### config.mk
export PLATFORM = sky130hd
export DESIGN_NAME = fnc_top
export DESIGN_NICKNAME = d
export VERILOG_FILES = /design/src/fnc_pkg.sv /design/src/fnc_led_ind.sv /design/src/fnc_top.sv
export SDC_FILE = /design/constraint.sdc
export NUM_CORES = 1
export LEC_CHECK = 0
export ABC_AREA = 1
export BUFFER_PORTS_ARGS = -buffer_cell sky130_fd_sc_hd__buf_2
export CAP_MARGIN = 25
export CORE_MARGIN = 10
export CORE_UTILIZATION = 40
export DETAILED_ROUTE_END_ITERATION = 7
export SYNTH_ARGS = -nofsm -noshare
export SYNTH_HDL_FRONTEND = slang
export SYNTH_SLANG_ARGS = --single-unit
### constraint.sdc
create_clock -name clk_i -period 5.9 [get_ports clk_i]
set_clock_uncertainty 0.2 [all_clocks]
set_input_delay 0.295 -clock clk_i [delete_from_list [all_inputs] [get_ports clk_i]]
set_output_delay 0.295 -clock clk_i [all_outputs]
set_load 0.05 [all_outputs]
### src/fnc_pkg.sv
// Package for the fieldbus node configuration and status block.
// Assumes a 100 MHz clock and a classic Wishbone register bus.
package fnc_pkg;
	// Clock and timing
	localparam int CLK_MHZ = 100;
	localparam int SELFTEST_MS = 250;
	localparam int SELFTEST_CYC = SELFTEST_MS * 1000 * CLK_MHZ;
	localparam int FLASH_MS = 500;
	localparam int FLASH_CYC = FLASH_MS * 1000 * CLK_MHZ;

	// Register byte offsets
	localparam logic [7:0] OFS_CFG = 8'h00;
	localparam logic [7:0] OFS_CTRL = 8'h04;
	localparam logic [7:0] OFS_STAT = 8'h08;
	localparam logic [7:0] OFS_IRQ = 8'h0c;
	localparam logic [7:0] OFS_MASK = 8'h10;

	// Rate codes and switch positions
	localparam logic [1:0] RATE_NET = 2'h0;
	localparam logic [1:0] RATE_125 = 2'h1;
	localparam logic [1:0] RATE_250 = 2'h2;
	localparam logic [1:0] RATE_500 = 2'h3;
	localparam logic [1:0] RATE_RST = RATE_500;
	localparam logic [5:0] ADDR_MAX = 6'h3f;
	localparam logic [5:0] ADDR_RST = 6'h3f;

	// Control register fields
	localparam int CTRL_CHK_DONE = 0;
	localparam int CTRL_ONLINE = 1;
	localparam int CTRL_CONN = 2;
	localparam int CTRL_DUP = 3;
	localparam int CTRL_BUSOFF = 4;
	localparam int CTRL_NVLOAD = 5;

	// Interrupt events
	localparam int EV_CFG_LOADED = 0;
	localparam int EV_NET_FAULT = 1;
	localparam int EV_TEST_DONE = 2;
	localparam int EV_W = 3;

	// Indicator colour
	typedef enum logic [1:0] {FNC_OFF, FNC_GREEN, FNC_RED} fnc_led_e;

	// Node configuration carried together
	typedef struct packed {
		logic [1:0] rate;
		logic [5:0] addr;
	} fnc_cfg_s;
endpackage

### src/fnc_led_ind.sv
// Network status indicator sequencer: power-up test, then status display.
// Assumes status inputs on the same clock as the indicator.
`timescale 1ns/1ps
`default_nettype none
module fnc_led_ind #(
	parameter int TEST_CYC = fnc_pkg::SELFTEST_CYC,
	parameter int BLINK_CYC = fnc_pkg::FLASH_CYC
) (
	// Clock and reset
	input wire logic clk_i,
	input wire logic nrst_i,
	// Status
	input wire logic chk_done_i,
	input wire logic online_i,
	input wire logic conn_i,
	input wire logic fault_i,
	// Indicator
	output logic grn_o,
	output logic red_o,
	output logic test_done_o
);
	typedef enum logic [1:0] {S_GRN, S_RED, S_RUN} fnc_seq_e;
	fnc_seq_e st_r, st_nxt;
	logic [31:0] cnt_r, cnt_nxt;
	logic [31:0] bl_r, bl_nxt;
	logic ph_r, ph_nxt;
	logic grn_r, grn_nxt, red_r, red_nxt, td_r, td_nxt;

	// Sequencer and colour choice
	always_comb begin
		st_nxt = st_r;
		cnt_nxt = cnt_r + 32'h1;
		bl_nxt = bl_r + 32'h1;
		ph_nxt = ph_r;
		td_nxt = 1'b0;
		grn_nxt = 1'b0;
		red_nxt = 1'b0;
		if (bl_r >= 32'(BLINK_CYC - 1)) begin
			bl_nxt = 32'h0;
			ph_nxt = ~ph_r;
		end
		case (st_r)
			S_GRN: begin
				grn_nxt = 1'b1;
				if (cnt_r >= 32'(TEST_CYC - 1)) begin
					st_nxt = S_RED;
					cnt_nxt = 32'h0;
					grn_nxt = 1'b0;
					red_nxt = 1'b1;
				end
			end
			S_RED: begin
				red_nxt = 1'b1;
				if (cnt_r >= 32'(TEST_CYC - 1)) begin
					st_nxt = S_RUN;
					red_nxt = 1'b0;
					td_nxt = 1'b1;
				end
			end
			S_RUN: begin
				cnt_nxt = cnt_r;
				if (fault_i)
					red_nxt = 1'b1;
				else if (!chk_done_i || !online_i)
					grn_nxt = 1'b0;
				else if (conn_i)
					grn_nxt = 1'b1;
				else
					grn_nxt = ph_r;
			end
			default: st_nxt = S_GRN;
		endcase
	end

	// State registers
	always_ff @(posedge clk_i) begin
		if (!nrst_i) begin
			st_r <= S_GRN;
			cnt_r <= 32'h0;
			bl_r <= 32'h0;
			ph_r <= 1'b0;
			grn_r <= 1'b0;
			red_r <= 1'b0;
			td_r <= 1'b0;
		end else begin
			st_r <= st_nxt;
			cnt_r <= cnt_nxt;
			bl_r <= bl_nxt;
			ph_r <= ph_nxt;
			grn_r <= grn_nxt;
			red_r <= red_nxt;
			td_r <= td_nxt;
		end
	end

	assign grn_o = grn_r;
	assign red_o = red_r;
	assign test_done_o = td_r;

	a_never_both: assert property (@(posedge clk_i) disable iff (!nrst_i)
		!(grn_r && red_r)) else $error("Indicator green and red together");
	a_fault_red: assert property (@(posedge clk_i)
		disable iff (!nrst_i)
		(st_r == S_RUN && fault_i) |=> red_r)
		else $error("Fault did not show red");
	a_dark_unchk: assert property (@(posedge clk_i)
		disable iff (!nrst_i)
		(st_r == S_RUN && !fault_i && !chk_done_i) |=> (!grn_r && !red_r))
		else $error("Indicator lit before address check");
	a_solid_green: assert property (@(posedge clk_i)
		disable iff (!nrst_i)
		(st_r == S_RUN && !fault_i && chk_done_i && online_i && conn_i)
		|=> (grn_r && !red_r))
		else $error("Connected node not solid green");
	a_flash_green: assert property (@(posedge clk_i)
		disable iff (!nrst_i)
		(st_r == S_RUN && !fault_i && chk_done_i && online_i && !conn_i)
		|=> (grn_r == $past(ph_r)))
		else $error("Unconnected node not flashing");
	// First cycle after reset still shows the dark reset value
	a_test_green: assert property (@(posedge clk_i)
		disable iff (!nrst_i)
		(st_r == S_GRN && cnt_r != 32'h0) |-> grn_r)
		else $error("Power-up test not green");
	a_test_red: assert property (@(posedge clk_i)
		disable iff (!nrst_i)
		(st_r == S_RED) |-> (red_r && !grn_r))
		else $error("Power-up test not red");
endmodule
`default_nettype wire

### src/fnc_top.sv
// Fieldbus node configuration loader with network status indicator.
// Assumes rotary switches on asynchronous pins and a Wishbone master.
`timescale 1ns/1ps
`default_nettype none
module fnc_top #(
	parameter int TEST_CYC = fnc_pkg::SELFTEST_CYC,
	parameter int BLINK_CYC = fnc_pkg::FLASH_CYC
) (
	// Clock and reset
	input wire logic clk_i,
	input wire logic nrst_i,
	// Rotary switches
	input wire logic [1:0] rate_switch_i,
	input wire logic [3:0] tens_digit_switch_i,
	input wire logic [3:0] units_digit_switch_i,
	// Wishbone slave
	input wire logic wb_cyc_i,
	input wire logic wb_stb_i,
	input wire logic wb_we_i,
	input wire logic [7:0] wb_adr_i,
	input wire logic [3:0] wb_sel_i,
	input wire logic [31:0] wb_dat_i,
	output logic [31:0] wb_dat_o,
	output logic wb_ack_o,
	// Node outputs
	output fnc_pkg::fnc_cfg_s cfg_o,
	output logic network_status_led_grn_o,
	output logic network_status_led_red_o,
	output logic irq_o
);
	// Synchronisers for the switch pins
	logic [9:0] sw_s1_r, sw_s2_r;
	// Power-up capture
	logic [1:0] cap_cnt_r, cap_cnt_nxt;
	logic rate_net_r, rate_net_nxt, addr_net_r, addr_net_nxt;
	fnc_pkg::fnc_cfg_s cfg_r, cfg_nxt;
	fnc_pkg::fnc_cfg_s nv_r, nv_nxt;
	// Registers
	logic [5:0] ctrl_r, ctrl_nxt;
	logic [fnc_pkg::EV_W-1:0] irq_st_r, irq_st_nxt, mask_r, mask_nxt;
	logic [31:0] dat_r, dat_nxt;
	logic ack_r, ack_nxt, irq_r, irq_nxt;
	logic fault_d_r, fault_d_nxt;
	logic grn_w, red_w, td_w;
	logic acc, wr, rd;
	logic [fnc_pkg::EV_W-1:0] ev;
	logic [5:0] sw_addr;
	logic [6:0] sw_sum;

	// Address from two decimal digits
	function automatic logic [6:0] dec_addr(input logic [3:0] t,
		input logic [3:0] u);
		// Digits past nine are treated as out of range, not wrapped
		if (t > 4'h9 || u > 4'h9)
			dec_addr = 7'h7f;
		else
			dec_addr = 7'(t) * 7'h0a + 7'(u);
	endfunction

	// Pin synchroniser, two flops
	always_ff @(posedge clk_i) begin
		sw_s1_r <= {rate_switch_i, tens_digit_switch_i, units_digit_switch_i};
		sw_s2_r <= sw_s1_r;
	end

	assign sw_sum = dec_addr(sw_s2_r[7:4], sw_s2_r[3:0]);
	assign sw_addr = sw_sum[5:0];
	assign acc = wb_cyc_i && wb_stb_i && !ack_r;
	assign wr = acc && wb_we_i && wb_sel_i[0];
	assign rd = acc && !wb_we_i;

	// Capture, network writes, bus and interrupts
	always_comb begin
		cap_cnt_nxt = cap_cnt_r;
		rate_net_nxt = rate_net_r;
		addr_net_nxt = addr_net_r;
		cfg_nxt = cfg_r;
		nv_nxt = nv_r;
		ctrl_nxt = ctrl_r;
		mask_nxt = mask_r;
		ack_nxt = acc;
		dat_nxt = 32'h0;
		ev = '0;
		if (cap_cnt_r != 2'h3) begin
			// Wait for the synchroniser to fill, then sample once
			cap_cnt_nxt = cap_cnt_r + 2'h1;
			if (cap_cnt_r == 2'h2) begin
				ev[fnc_pkg::EV_CFG_LOADED] = 1'b1;
				if (sw_s2_r[9:8] == fnc_pkg::RATE_NET) begin
					rate_net_nxt = 1'b1;
					cfg_nxt.rate = nv_r.rate;
				end else begin
					rate_net_nxt = 1'b0;
					cfg_nxt.rate = sw_s2_r[9:8];
				end
				if (sw_sum > 7'(fnc_pkg::ADDR_MAX)) begin
					addr_net_nxt = 1'b1;
					cfg_nxt.addr = nv_r.addr;
				end else begin
					addr_net_nxt = 1'b0;
					cfg_nxt.addr = sw_addr;
				end
			end
		end
		if (wr) begin
			case (wb_adr_i)
				fnc_pkg::OFS_CFG: begin
					// Network writes stored value; live only if net-owned
					nv_nxt = wb_dat_i[7:0];
					if (rate_net_r)
						cfg_nxt.rate = wb_dat_i[7:6];
					if (addr_net_r)
						cfg_nxt.addr = wb_dat_i[5:0];
				end
				fnc_pkg::OFS_CTRL: ctrl_nxt = wb_dat_i[5:0];
				fnc_pkg::OFS_MASK: mask_nxt = wb_dat_i[fnc_pkg::EV_W-1:0];
				default: ;
			endcase
		end
		if (rd) begin
			case (wb_adr_i)
				fnc_pkg::OFS_CFG: dat_nxt = {24'h0, cfg_r};
				fnc_pkg::OFS_CTRL: dat_nxt = {26'h0, ctrl_r};
				fnc_pkg::OFS_STAT: dat_nxt = {24'h0, nv_r.rate, rate_net_r,
					addr_net_r, 1'b0, td_w, red_w, grn_w};
				fnc_pkg::OFS_IRQ: dat_nxt = {29'h0, irq_st_r};
				fnc_pkg::OFS_MASK: dat_nxt = {29'h0, mask_r};
				default: dat_nxt = 32'h0;
			endcase
		end
		ev[fnc_pkg::EV_TEST_DONE] = td_w;
		// Fault level, delayed once so its rising edge is an event
		fault_d_nxt = ctrl_r[fnc_pkg::CTRL_DUP] ||
			ctrl_r[fnc_pkg::CTRL_BUSOFF];
		ev[fnc_pkg::EV_NET_FAULT] = fault_d_nxt && !fault_d_r;
		// Read clears; a new event in the same cycle wins
		irq_st_nxt = irq_st_r;
		if (rd && wb_adr_i == fnc_pkg::OFS_IRQ)
			irq_st_nxt = '0;
		irq_st_nxt = irq_st_nxt | ev;
		irq_nxt = |(irq_st_nxt & mask_nxt);
	end

	// Registers
	always_ff @(posedge clk_i) begin
		if (!nrst_i) begin
			cap_cnt_r <= 2'h0;
			rate_net_r <= 1'b0;
			addr_net_r <= 1'b0;
			cfg_r <= '{rate: fnc_pkg::RATE_RST, addr: fnc_pkg::ADDR_RST};
			nv_r <= '{rate: fnc_pkg::RATE_RST, addr: fnc_pkg::ADDR_RST};
			ctrl_r <= 6'h0;
			irq_st_r <= '0;
			mask_r <= '0;
			dat_r <= 32'h0;
			ack_r <= 1'b0;
			irq_r <= 1'b0;
			fault_d_r <= 1'b0;
		end else begin
			cap_cnt_r <= cap_cnt_nxt;
			rate_net_r <= rate_net_nxt;
			addr_net_r <= addr_net_nxt;
			cfg_r <= cfg_nxt;
			nv_r <= nv_nxt;
			ctrl_r <= ctrl_nxt;
			irq_st_r <= irq_st_nxt;
			mask_r <= mask_nxt;
			dat_r <= dat_nxt;
			ack_r <= ack_nxt;
			irq_r <= irq_nxt;
			fault_d_r <= fault_d_nxt;
		end
	end

	// Indicator sequencer
	fnc_led_ind #(
		.TEST_CYC(TEST_CYC),
		.BLINK_CYC(BLINK_CYC)
	) u_led (
		.clk_i(clk_i),
		.nrst_i(nrst_i),
		.chk_done_i(ctrl_r[fnc_pkg::CTRL_CHK_DONE]),
		.online_i(ctrl_r[fnc_pkg::CTRL_ONLINE]),
		.conn_i(ctrl_r[fnc_pkg::CTRL_CONN]),
		.fault_i(ctrl_r[fnc_pkg::CTRL_DUP] || ctrl_r[fnc_pkg::CTRL_BUSOFF]),
		.grn_o(grn_w),
		.red_o(red_w),
		.test_done_o(td_w)
	);

	assign wb_dat_o = dat_r;
	assign wb_ack_o = ack_r;
	assign cfg_o = cfg_r;
	assign network_status_led_grn_o = grn_w;
	assign network_status_led_red_o = red_w;
	assign irq_o = irq_r;

	// Settled configuration moves only by a network write
	a_switch_hold: assert property (@(posedge clk_i)
		disable iff (!nrst_i)
		(cap_cnt_r == 2'h3 && !wr) |=> $stable(cfg_r))
		else $error("Configuration moved without a network write");

	// Address above the switch range comes from memory
	a_addr_net: assert property (@(posedge clk_i)
		disable iff (!nrst_i)
		(cap_cnt_r == 2'h2 && sw_sum > 7'h3f) |=> (addr_net_r &&
		cfg_r.addr == $past(nv_r.addr)))
		else $error("High address not taken from memory");

	// Address in range comes straight from the digits
	a_addr_sw: assert property (@(posedge clk_i)
		disable iff (!nrst_i)
		(cap_cnt_r == 2'h2 && sw_sum <= 7'h3f) |=> (!addr_net_r &&
		cfg_r.addr == $past(sw_addr)))
		else $error("Switch address not taken");

	// Network rate position loads the stored rate
	a_rate_net: assert property (@(posedge clk_i)
		disable iff (!nrst_i)
		(cap_cnt_r == 2'h2 && sw_s2_r[9:8] == 2'h0) |=> (rate_net_r &&
		cfg_r.rate == $past(nv_r.rate)))
		else $error("Network rate not loaded");

	// Other rate positions are taken as they stand
	a_rate_sw: assert property (@(posedge clk_i)
		disable iff (!nrst_i)
		(cap_cnt_r == 2'h2 && sw_s2_r[9:8] != 2'h0) |=> (!rate_net_r &&
		cfg_r.rate == $past(sw_s2_r[9:8])))
		else $error("Switch rate not taken");

	// Switches are sampled once and then left alone
	a_capture_once: assert property (@(posedge clk_i)
		disable iff (!nrst_i)
		(cap_cnt_r == 2'h3) |=> (cap_cnt_r == 2'h3))
		else $error("Switches sampled again");

	// A network write always lands in the stored copy
	a_store_write: assert property (@(posedge clk_i)
		disable iff (!nrst_i)
		(wr && wb_adr_i == fnc_pkg::OFS_CFG) |=>
		(nv_r == $past(wb_dat_i[7:0])))
		else $error("Stored configuration not written");

	// A switch-owned address ignores network writes
	a_addr_owned: assert property (@(posedge clk_i)
		disable iff (!nrst_i)
		(cap_cnt_r == 2'h3 && wr && wb_adr_i == fnc_pkg::OFS_CFG &&
		!addr_net_r) |=> $stable(cfg_r.addr))
		else $error("Switch address changed by a write");

	// A network-owned address follows the write
	a_addr_write: assert property (@(posedge clk_i)
		disable iff (!nrst_i)
		(cap_cnt_r == 2'h3 && wr && wb_adr_i == fnc_pkg::OFS_CFG &&
		addr_net_r) |=> (cfg_r.addr == $past(wb_dat_i[5:0])))
		else $error("Network address write not applied");

	// A switch-owned rate ignores network writes
	a_rate_owned: assert property (@(posedge clk_i)
		disable iff (!nrst_i)
		(cap_cnt_r == 2'h3 && wr && wb_adr_i == fnc_pkg::OFS_CFG &&
		!rate_net_r) |=> $stable(cfg_r.rate))
		else $error("Switch rate changed by a write");

	// A fault edge raises its sticky status bit
	a_fault_event: assert property (@(posedge clk_i)
		disable iff (!nrst_i)
		(fault_d_nxt && !fault_d_r) |=> irq_st_r[fnc_pkg::EV_NET_FAULT])
		else $error("Fault event lost");

	// Status bits stay set until the interrupt status register is read
	a_irq_sticky: assert property (@(posedge clk_i)
		disable iff (!nrst_i)
		!(rd && wb_adr_i == fnc_pkg::OFS_IRQ) |=>
		((irq_st_r & $past(irq_st_r)) == $past(irq_st_r)))
		else $error("Status bit lost without a read");

	// A clearing read keeps only events of the same cycle
	a_irq_clear: assert property (@(posedge clk_i)
		disable iff (!nrst_i)
		(rd && wb_adr_i == fnc_pkg::OFS_IRQ) |=> (irq_st_r == $past(ev)))
		else $error("Status read did not clear");

	// Interrupt line follows the masked status
	a_irq_level: assert property (@(posedge clk_i)
		disable iff (!nrst_i)
		irq_r == |(irq_st_r & mask_r))
		else $error("Interrupt line wrong");

	// Each request gets one answer cycle, then a gap
	a_bus_ack: assert property (@(posedge clk_i)
		disable iff (!nrst_i)
		(wb_cyc_i && wb_stb_i && !ack_r) |=> ack_r ##1 !ack_r)
		else $error("Bus answer not one cycle");
endmodule
`default_nettype wire

==> results.md, run 1 <==
* Overall Power at 2.138 mW
* Final #Nets at 1083
* Sw Ratio at roughly 25%
* Sink Count at 133
* # resized after CTS at 0
* Netlist cell types at 40
* Syn. warnings at 0
* Comb pwr share at 8.0%
* Pins Over Slew Limit at 0
* Most common cell in the netlist: nand2_1
* Final Core Density at 47.31%
* Syn avg cell area at ~7.1 um^2
* Die Wd at 148.8 um
* WL per Instance at around 12 um
* P_int at 1.594 mW
* Gr usage total at between 10 and 15%
* Worst Max-Slew Pin Slew at ~0.79 ns
* I/O pin count at 103
* Post-CTS Setup Bufs at 0
* Hold buffers post-CTS at 17
* CTS tree: yes
* Non-filler cells in the finished layout at 1244
* Largest net degree at the start of global routing at 37
* Part of the power in the clock network at 48.1%
* Worst EP arrival at 2.74 ns
* CTS buffer count at 17
* Row count at 47
* Initial DRC count at 307
* Leak Pwr at 3.314 nW
* VDD IR max at 0.2544 mV
* CP Max Fanout at 7
* Max Clock Freq at 380.4 MHz
* Slew HR at 47.63%
* CP Capture Type: flop
* Fill cell count at 1655
* Clock Pin Slew Worst Setup and Hold Paths at 0.06 ns
* Min-delay worst type: in2reg
* Yosys top cell by area: dfxtp_1
* Port Buf Inserts at 51
* Post-route ant nets at 0
* Die H at between 100 and 150 um
* Final setup margin at around 3.3 ns
* Dpl cells at 1195
* Setup CP Type: reg2reg
* Final setup fails at 0
* Drt via density at 4.473
* Fraction of layout instances using a drive strength above 1 at 13.57%
* Seq cells post-synth at roughly 130
* Syn Inst Count at 932
* Synth top area share at 40.11%
* Dpl ws at around 3.2 ns
* Metal2 WL at 6391 um
* Initial DRT Pass Iterations at 5
* RSZ-0062 raised after global routing: no
* Commonest register cell after synthesis: dfxtp_1
* Register area share after synthesis at 40.11%
* H-Tree Depth at 4
* Psw at 0.5437 mW
* Crit path time final at 2.629 ns
* Seq pwr share at 43.8%
* Core area at 16410 um^2
* PwrDens at 275.4 nW/um^2
* First-pass GRT wire length at 24860 um
* Worst-case clock buffer depth at 2
* Mapped Area at 6639 um^2
* Crit share post-route at 44.56%
* Layout area overhead at 16.92%
* Clock Root Buffer: clkbuf_16
* Uppermost routed layer: met4
* Drt drc at 0
* Worst EP required at 6.01 ns
* Total Routed Length at 14360 um
* Post-synth ARST share at 0%
* GR Overflow Total at 0
* Most frequent cells after synthesis: nand2_1, dfxtp_1, nor2_1, inv_1, nand3_1
* Worst Setup Start Kind: flop
* Setup_tns at 0 ns
* Antenna violations before repair at 0
* Number of synthesized flops with an enable pin at 0
* Outcome: complete, no violations
* Metal-1 WL at ~6900 um
* Initial Utilization at 40.46%
* Max-cap viol count at 0
* Clock latency on the worst-skew pair at roughly 0.42 ns
* Metal3 WL at 823 um
* Die area at about 22000 um^2
* Synth area leaders: dfxtp_1, nand2_1, nor2_1, inv_1, nand3_1
* Antenna diodes at 0
* Number of global-route vias before repair at 5308
* HPWL after DPL at 10590 um
* Detailed-route via count at ~5600
* RD Place Congestion at approximately 0.83
* Final hold vios at 0
-- final cells by class --
cell class                 instances  area, um^2  share of cell area [%]
sequential                       133        2663                   34.30
timing repair buffer              68       425.4                   5.480
inverter                         131       491.7                   6.335
clock inverter                    15       158.9                   2.047
tap                              220       275.3                   3.546
multi-input combinational        660        3323                   42.81
clock buffer                      17       425.4                   5.480
-- cell usage in the layout, fill, tap and decap left out, drive strengths merged, types with 8 or more instances in the layout --
| master | n |
|---|---|
| nor2 | 162 |
| dlygate4sd3 | 17 |
| nor3 | 15 |
| nand4 | 19 |
| ha | 11 |
| dfxtp | 133 |
| xor2 | 20 |
| buf | 51 |
| nand2 | 226 |
| o21ai | 35 |
| conb | 30 |
| nand3 | 71 |
| o211ai | 8 |
| a21oi | 27 |
| inv | 129 |
| clkbuf | 17 |
| xnor2 | 12 |
| clkinv | 12 |
-- sequential cells by signal (all words and copies together), names as in the netlist --
register           count
mask_r                 3
u_led.test_done_o      1
cap_cnt_r              2
addr_net_r             1
irq_o                  1
u_led.red_o            1
wb_dat_o               8
u_led.cnt_r           32
sw_s1_r               10
ctrl_r                 6
sw_s2_r               10
u_led.bl_r            32
nv_r                   8
rate_net_r             1
wb_ack_o               1
irq_st_r               3
fault_d_r              1
u_led.st_r             2
u_led.ph_r             1
cfg_o                  8
u_led.grn_o            1
-- metrics by stage --
stage                     instance area (um^2)  hold WS (ns)
after floorplan                           6748        0.1096
after global placement                    7008        0.1110
after detailed placement                  7008        0.1135
after CTS                                 7762       0.02834
after global routing                      7762       0.04735
final                                     7762       0.04314
-- logic make-up after synthesis --
group                      share of synthesized area (%)
AOI/OAI and AO/OA                                  6.785
xor gates and xnor gates                           4.222
adders and majority gates                          2.676
buffers and inverters                              11.48
DFF                                                40.11
other                                            0.05649
and+or+nand+nor                                    34.68
-- critical path: stages (launching register included) --
cell and delay [ns]:
dfxtp_1 0.39, ha_1 0.26, ha_1 0.22, fa_1 0.52
nand2_1 0.08, inv_1 0.10, nand2_1 0.08, nand3_1 0.08
nand3_1 0.23, nand2_1 0.13, nand3_1 0.11, nand3_1 0.09
nand2_1 0.05
-- metal layers --
| layer | vias to the layer above | track usage (%) |
|---|---|---|
| li1 | 3028 | - |
| met5 | - | 0 |
| met4 | 0 | 5.986 |
| met2 | 112 | 21.38 |
| met1 | 2399 | 17.05 |
| met3 | 25 | 3.489 |
-- power by group through the flow --
stage | Combinational (mW) | Clock, mW | Sequential, mW
after floorplan | 0.127 | 0 | 0.966
after global placement | 0.162 | 0 | 0.956
after detailed placement | 0.163 | 0 | 0.956
after CTS | 0.172 | 1.05 | 0.936
after global routing | 0.193 | 1.09 | 0.939
final | 0.172 | 1.03 | 0.937
-- path summary, 6_finish.rpt --
path,startpoint,to,slack (ns),cells past startpoint
setup / recovery,sw_s2_r[5],cfg_o[2],3.27,12
hold / removal,wb_dat_i[2],ctrl_r[2],0.04,3
setup reg to reg,sw_s2_r[5],cfg_o[2],3.27,12
hold reg to reg,sw_s1_r[2],sw_s2_r[2],0.12,0
No activity file was read; power rests on OpenSTA's default activity.
==> run 2: changes to the inputs <==
Clock period 5.9 ns to 2.6 ns, I/O delays scaled along.
==> run 2 against run 1 <==
  * First-iteration DRC count shrank 6.5%
  * Cell count grew 0.80%
  * Clock power grew 150%
  * Maximum frequency grew 7.8%
  * Power grew 140%
  * Register-to-register slack lost 3.1 ns
  * Largest cell class unchanged
  * Largest power group unchanged
==> results.md, run 2 (synthesized netlist as in run 1, its figures left out) <==
* Gr usage total at 13.81% (+0.28 points)
* R2R Setup Slk at 0.16 ns (-3.11 ns)
* Commonest non-fill, non-tap cell in the layout: nand2_1
* Core area at 16410 um^2 (unchanged)
* Min-delay worst type: in2reg
* Port Buf Inserts at 51 (unchanged)
* Met1 Use GR at 16.87% (-0.18 points)
* CP startpoint: sw_s2_r[7]
* Non-filler cells in the finished layout at 1254 (+0.80%)
* Clock Root Buffer: clkbuf_16
* I/O pin count at 103 (unchanged)
* Largest net degree at the start of global routing at 25 (-32%)
* Post-route ant nets at 0 (unchanged)
* H-Tree Depth at 4 (unchanged)
* Die H at 148.8 um (unchanged)
* Grt met3 use at 3.792% (+0.30 points)
* Worst Hold Path EP: wb_dat_o[2]
* Hold wc startpoint: wb_adr_i[4]
* CTS buffer count at 17 (unchanged)
* Leak Pwr at 3.401 nW (+2.6%)
* Final #Nets at 1093 (+0.92%)
* Comb pwr share at 8.2% (+0.2 points)
* Area of the multi-input gates at 3388 um^2 (+2.0%)
* Setup CP Type: reg2reg
* GR Overflow Total at 0 (unchanged)
* Layout area overhead at 20.00%
* Initial Utilization at 40.46% (unchanged)
* Die area at 22150 um^2 (unchanged)
* Final setup fails at 0 (unchanged)
* Sink Count at 133 (unchanged)
* Clock latency on the worst-skew pair at 0.42 ns (about the same)
* Pins Over Slew Limit at 0 (unchanged)
* Worst EP required at 2.72 ns (-3.29 ns)
* Fill cell count at 1602 (-3.2%)
* Seq pwr share at 41.8% (-2.0 points)
* CP Max Fanout at 7 (unchanged)
* Area occupied by registers at 2664 um^2 (about the same)
* Dpl cells at 1199 (+0.33%)
* GRT busiest layer: met2
* RD Place Congestion at 0.7917 (-4.6%)
* Crit share post-route at 93.79% (+49 points)
* Drt via density at 4.514 (+0.91%)
* Final hold slack at 0.06464 ns (+0.02150 ns)
* WHS Path Cells at 6 (+3)
* Worst-case clock buffer depth at 2 (unchanged)
* Leading cell types in the layout, fill and taps excluded: nand2_1, nor2_1, dfxtp_1
* Reg2reg end: cfg_o[0]
* Row count at 47 (unchanged)
* Antenna violations before repair at 0 (unchanged)
* Fraction of layout instances using a drive strength above 1 at 15.18% (+1.6 points)
* Clock Pin Slew Worst Setup and Hold Paths at 0.06 ns (about the same)
* First-pass GRT wire length at 25450 um (+2.4%)
* Setup_tns at 0 ns (unchanged)
* Part of the power in the clock network at 50.0% (+1.9 points)
* P_int at 3.874 mW (+140%)
* Psw at 1.213 mW (+120%)
* Max Clock Freq at 410.1 MHz (+7.8%)
* WL per Instance at 11.85 um (+2.7%)
* Detailed-route via count at 5660 (+1.7%)
* Final Core Density at 48.55% (+1.2 points)
* Met2 usage at 22.74% (+1.4 points)
* Initial DRC count at 287 (-6.5%)
* Worst Setup Start Kind: flop
* Number of global-route vias before repair at 5497 (+3.6%)
* Sw Ratio at 23.85% (-1.6 points)
* Drt drc at 0 (unchanged)
* Final hold vios at 0 (unchanged)
* Die Wd at 148.8 um (unchanged)
* R2R cell count at 12 (unchanged)
* Top Registers: u_led.bl_r: 32 flops, u_led.cnt_r: 32 flops
* CP Capture Type: flop
* Crit path time final at 2.439 ns (-0.1903 ns)
* Outcome: complete, no violations
* Max-cap viol count at 0 (unchanged)
* HPWL after DPL at 10880 um (+2.7%)
* VDD IR max at 0.4378 mV (+72%)
* Overall Power at 5.087 mW (+140%)
* Total Routed Length at 14860 um (+3.5%)
* Worst EP arrival at 2.56 ns (-0.18 ns)
* Initial DRT Pass Iterations at 5 (unchanged)
* PwrDens at 638.6 nW/um^2 (+130%)
* Crit Reg-Reg Startpoint: sw_s2_r[7]
* CTS tree: yes
* Antenna diodes at 0 (unchanged)
run 2: power by group through the flow:
stage	Clock (mW)	Sequential, mW	Combinational (mW)
final	2.54	2.13	0.418
after global routing	2.67	2.13	0.466
after CTS	2.59	2.13	0.402
after detailed placement	0	2.17	0.375
after global placement	0	2.17	0.373
after floorplan	0	2.19	0.288
run 2: final cells by class:
cell class	instances	area share, %
Inverter	131	6.172
Timing Repair Buffer	78	6.471
Sequential cell	133	33.44
Multi-Input combinational cell	660	42.53
Tap cell	220	3.455
Clock buffer	20	5.733
Clock inverter	12	2.199
run 2: worst max-delay path by stage:
stage / endpoint / slack [ns] / depth (start not counted)
after detailed placement: cfg_o[4] / 0.02 / 12
after global placement: cfg_o[4] / 0.10 / 12
after global routing: cfg_o[3] / -0.005 / 12
after floorplan: cfg_o[2] / 0.28 / 12
final: cfg_o[0] / 0.16 / 12
after CTS: cfg_o[4] / 0.003 / 12
run 2: critical path: stages, from the launching register on:
cell and delay, ns:
dfxtp_1 0.38, ha_4 0.22, ha_2 0.18, fa_1 0.55, nand2_2 0.07, nor2_1 0.10, nand2_1 0.10, nand3_2 0.10
nand3_4 0.13, nand2_1 0.10, nand3_1 0.07, nand3_1 0.08, nand2_1 0.05
run 2: metrics by stage:
step	setup slack [ns]	cell area [um^2]
3_5_place_dp	0.02113	7038
4_1_cts	0.002628	7900
6_report	0.1614	7966
5_1_grt	-0.004606	7966
2_1_floorplan	0.2814	6748
3_3_place_gp	0.1002	7038
run 2: what timing repair did:
item / 4_1_cts / 5_1_grt
hold buffers: 23 / 0
setup buffers: 0 / 0
gates resized for setup: 0 / 17
endpoints found under the hold margin: 40 / 0
endpoints found under the setup margin: 0 / 7
run 2: metal layers:
metal  vias up  part of all wire (%)
li1       3052                     -
met1      2482                    48
met2       100                    46
met5         -                     0
met3        26                   5.1
met4         0                   1.7
==> run 3: changes to the inputs <==
Clock period 2.6 ns to 1.95 ns, I/O delays scaled along.
==> run 3 against run 2 <==
  * The run now ends with setup timing left
  * Global-route usage is 0.25 points higher
  * Sequential share of layout area shrank 1.2 points
  * Maximum frequency grew 8.5%
  * Flip-flop and latch count stayed put
  * Clock power increased by 27%
  * First-iteration DRC count rose by 8.0%
  * Power up 31%
  * Core utilization up 1.9 points
  * Die area is the same
  * Sequential power up 33%
  * Combinational power is 46% higher
  * Critical path depth did not move
  * Largest power group unchanged
  * Highest routed layer unchanged
==> results.md, run 3 (synthesized netlist as in run 1, its figures left out) <==
* Met2 usage at 22.65% (-0.089 points)
* RD Place Congestion at 0.8642 (+9.2%)
* Commonest non-fill, non-tap cell in the layout: nand2_1
* Sw Ratio at 24.50% (+0.65 points)
* Dpl ws at -0.3560 ns (-0.3771 ns)
* Die area at 22150 um^2 (unchanged)
* R2R Setup Slk at -0.30 ns (-0.46 ns)
* CP startpoint: sw_s2_r[7]
* I/O pin count at 103 (unchanged)
* Levels on crit path at 12 (unchanged)
* HPWL after DPL at 11240 um (+3.3%)
* Slowest stage cell, crit path: fa_1
* Worst-case clock buffer depth at 2 (unchanged)
* Failing checks: setup timing
* Initial Utilization at 40.46% (unchanged)
* Post-route ant nets at 0 (unchanged)
* Min-delay worst type: in2reg
* WL per Instance at 12.00 um (+1.3%)
* GR Overflow Total at 0 (unchanged)
* Outcome: complete, but fails checks
* Antenna diodes at 0 (unchanged)
* Crit path time final at 2.247 ns (-0.1912 ns)
* CTS tree: yes
* Drt drc at 0 (unchanged)
* Top Registers: u_led.bl_r: 32 flops, u_led.cnt_r: 32 flops
* Largest net degree at the start of global routing at 25 (unchanged)
* Drt via density at 4.534 (+0.45%)
* First-pass GRT wire length at 25930 um (+1.9%)
* Core area at 16410 um^2 (unchanged)
* Sink Count at 133 (unchanged)
* Clock Root Buffer: clkbuf_16
* Gr usage total at 14.07% (+0.25 points)
* Initial DRC count at 310 (+8.0%)
* WHS Path Cells at 6 (unchanged)
* Max-cap viol count at 0 (unchanged)
* Max incr delay on CP at 0.51 ns (-0.04 ns)
* Worst path top cell family by delay: adder cells
* Crit share post-route at 115.3% (+21 points)
* Leak Pwr at 3.549 nW (+4.3%)
* Pins Over Slew Limit at 0 (unchanged)
* Detailed-route via count at 5817 (+2.8%)
* Part of the power in the clock network at 48.3% (-1.7 points)
* Die Wd at 148.8 um (unchanged)
* Final setup fails at 7 (+7)
* Crit path cell chain: ha_4 -> ha_4 -> fa_1 -> nand2_2 -> nor2_1 -> nand2_1 -> nand3_2 -> nand3_4 -> nand2_1 -> nand3_1 -> nand3_1 -> nand2_1
* CTS buffer count at 17 (unchanged)
* Final setup margin at -0.2974 ns (-0.4588 ns)
* Layout area overhead at 24.69%
* Clock Pin Slew Worst Setup and Hold Paths at 0.05 ns (about the same)
* Final hold vios at 0 (unchanged)
* CP Capture Type: flop
* P_int at 5.038 mW (+30%)
* Port Buf Inserts at 51 (unchanged)
* Critical Path Sink: cfg_o[0]
* CP Max Fanout at 7 (unchanged)
* Clock latency on the worst-skew pair at 0.42 ns (about the same)
* PwrDens at 806.1 nW/um^2 (+26%)
* Number of global-route vias before repair at 5595 (+1.8%)
* Total Routed Length at 15400 um (+3.6%)
* Seq pwr share at 42.5% (+0.7 points)
* Met1 Use GR at 17.30% (+0.43 points)
* Antenna violations before repair at 0 (unchanged)
* Worst EP required at 2.06 ns (-0.66 ns)
* GRT busiest layer: met2
* Row count at 47 (unchanged)
* Final Core Density at 50.45% (+1.9 points)
* Worst Setup Start Kind: flop
* Fill cell count at 1617 (+0.94%)
* Max Clock Freq at 445.0 MHz (+8.5%)
* Hold wc startpoint: wb_adr_i[0]
* Worst EP arrival at 2.36 ns (-0.20 ns)
* Final #Nets at 1122 (+2.7%)
* RSZ-0062 raised after global routing: yes
* Comb pwr share at 9.2% (+1.0 points)
* Fraction of layout instances using a drive strength above 1 at 18.06% (+2.9 points)
* VDD IR max at 0.6451 mV (+47%)
* Most frequent CP cell: nand2_1
* Psw at 1.635 mW (+35%)
* R2R cell count at 12 (unchanged)
* Grt met3 use at 3.853% (+0.061 points)
* Setup CP Type: reg2reg
* Leading cell types in the layout, fill and taps excluded: nand2_1, nor2_1, dfxtp_1
* Crit Reg-Reg Startpoint: sw_s2_r[7]
* Reg2reg end: cfg_o[0]
* Die H at 148.8 um (unchanged)
* Critical path buffers and inverters at 0 (unchanged)
* Initial DRT Pass Iterations at 6 (+1)
* H-Tree Depth at 4 (unchanged)
==> run 3: changes by cell type in the layout (fill, tap and decap cells not counted), moves of 2 or more <==
cell and delta:
buf_4 +23, buf_6 +2, clkinv_4 +2, dfxtp_1 -3, dfxtp_2 +3, ha_1 -3
ha_4 +2, nand2_1 +3, nand2_2 -4, nand2_8 +3, nor2_1 -2
==> run 3: layout make-up <==
class	instances	area, um^2	area share, %
multi-input combinational	662	3485	42.09
sequential	133	2668	32.22
timing repair buffer	105	755.7	9.129
inverter	131	494.2	5.970
clock buffer	20	446.7	5.396
tap	220	275.3	3.325
clock inverter	12	153.9	1.859
==> run 3: power groups by stage <==
stage	Clock [mW]	Sequential (mW)	Combinational, mW
after floorplan	0	2.93	0.395
after global placement	0	2.89	0.545
after detailed placement	0	2.89	0.547
after CTS	3.31	2.83	0.596
after global routing	3.43	2.84	0.679
final	3.22	2.84	0.611
==> run 3: worst reg2reg max path: cells and delay by family (launching register included) <==
kind	cells	cell delay [ns]
adders and majority gates	3	0.90
DFF	1	0.33
and+or+nand+nor	9	0.72
==> run 3: per-stage QoR <==
step	instances	TNS (ns)	total power [mW]	hold WS, ns	instance area, um^2
2_1_floorplan	961	-1.548	3.320	-0.07478	6783
3_3_place_gp	1224	-2.217	3.437	0.0003625	7273
3_5_place_dp	1224	-2.370	3.440	0.001100	7273
4_1_cts	1279	-1.997	6.736	0.01241	8134
5_1_grt	1283	-2.923	6.956	0.07022	8278
6_report	1283	-1.974	6.673	0.03140	8278
==> run 3: worst min-delay path by stage <==
stage / endpoint / slack, ns
floorplan: sw_s1_r[0] / -0.07
global placement: sw_s1_r[5] / 0.0004
detailed placement: sw_s1_r[6] / 0.001
CTS: wb_dat_o[1] / 0.01
global route: wb_dat_o[7] / 0.07
finish: wb_dat_o[1] / 0.03
==> run 3: what timing repair did <==
item | CTS | global route
pin swaps | 8 | 4
endpoints found under the setup margin | 7 | 62
buffers inserted | 0 | 1
endpoints found under the hold margin | 46 | 0
resized for setup | 6 | 21
hold buffers | 23 | 0
cloned | 0 | 3
==> run 3: layer usage <==
metal | routed length [um] | share of wire, %
met1 | 7345 | 48
met2 | 6945 | 45
met3 | 771 | 5.0
met4 | 333 | 2.2
met5 | 0 | 0
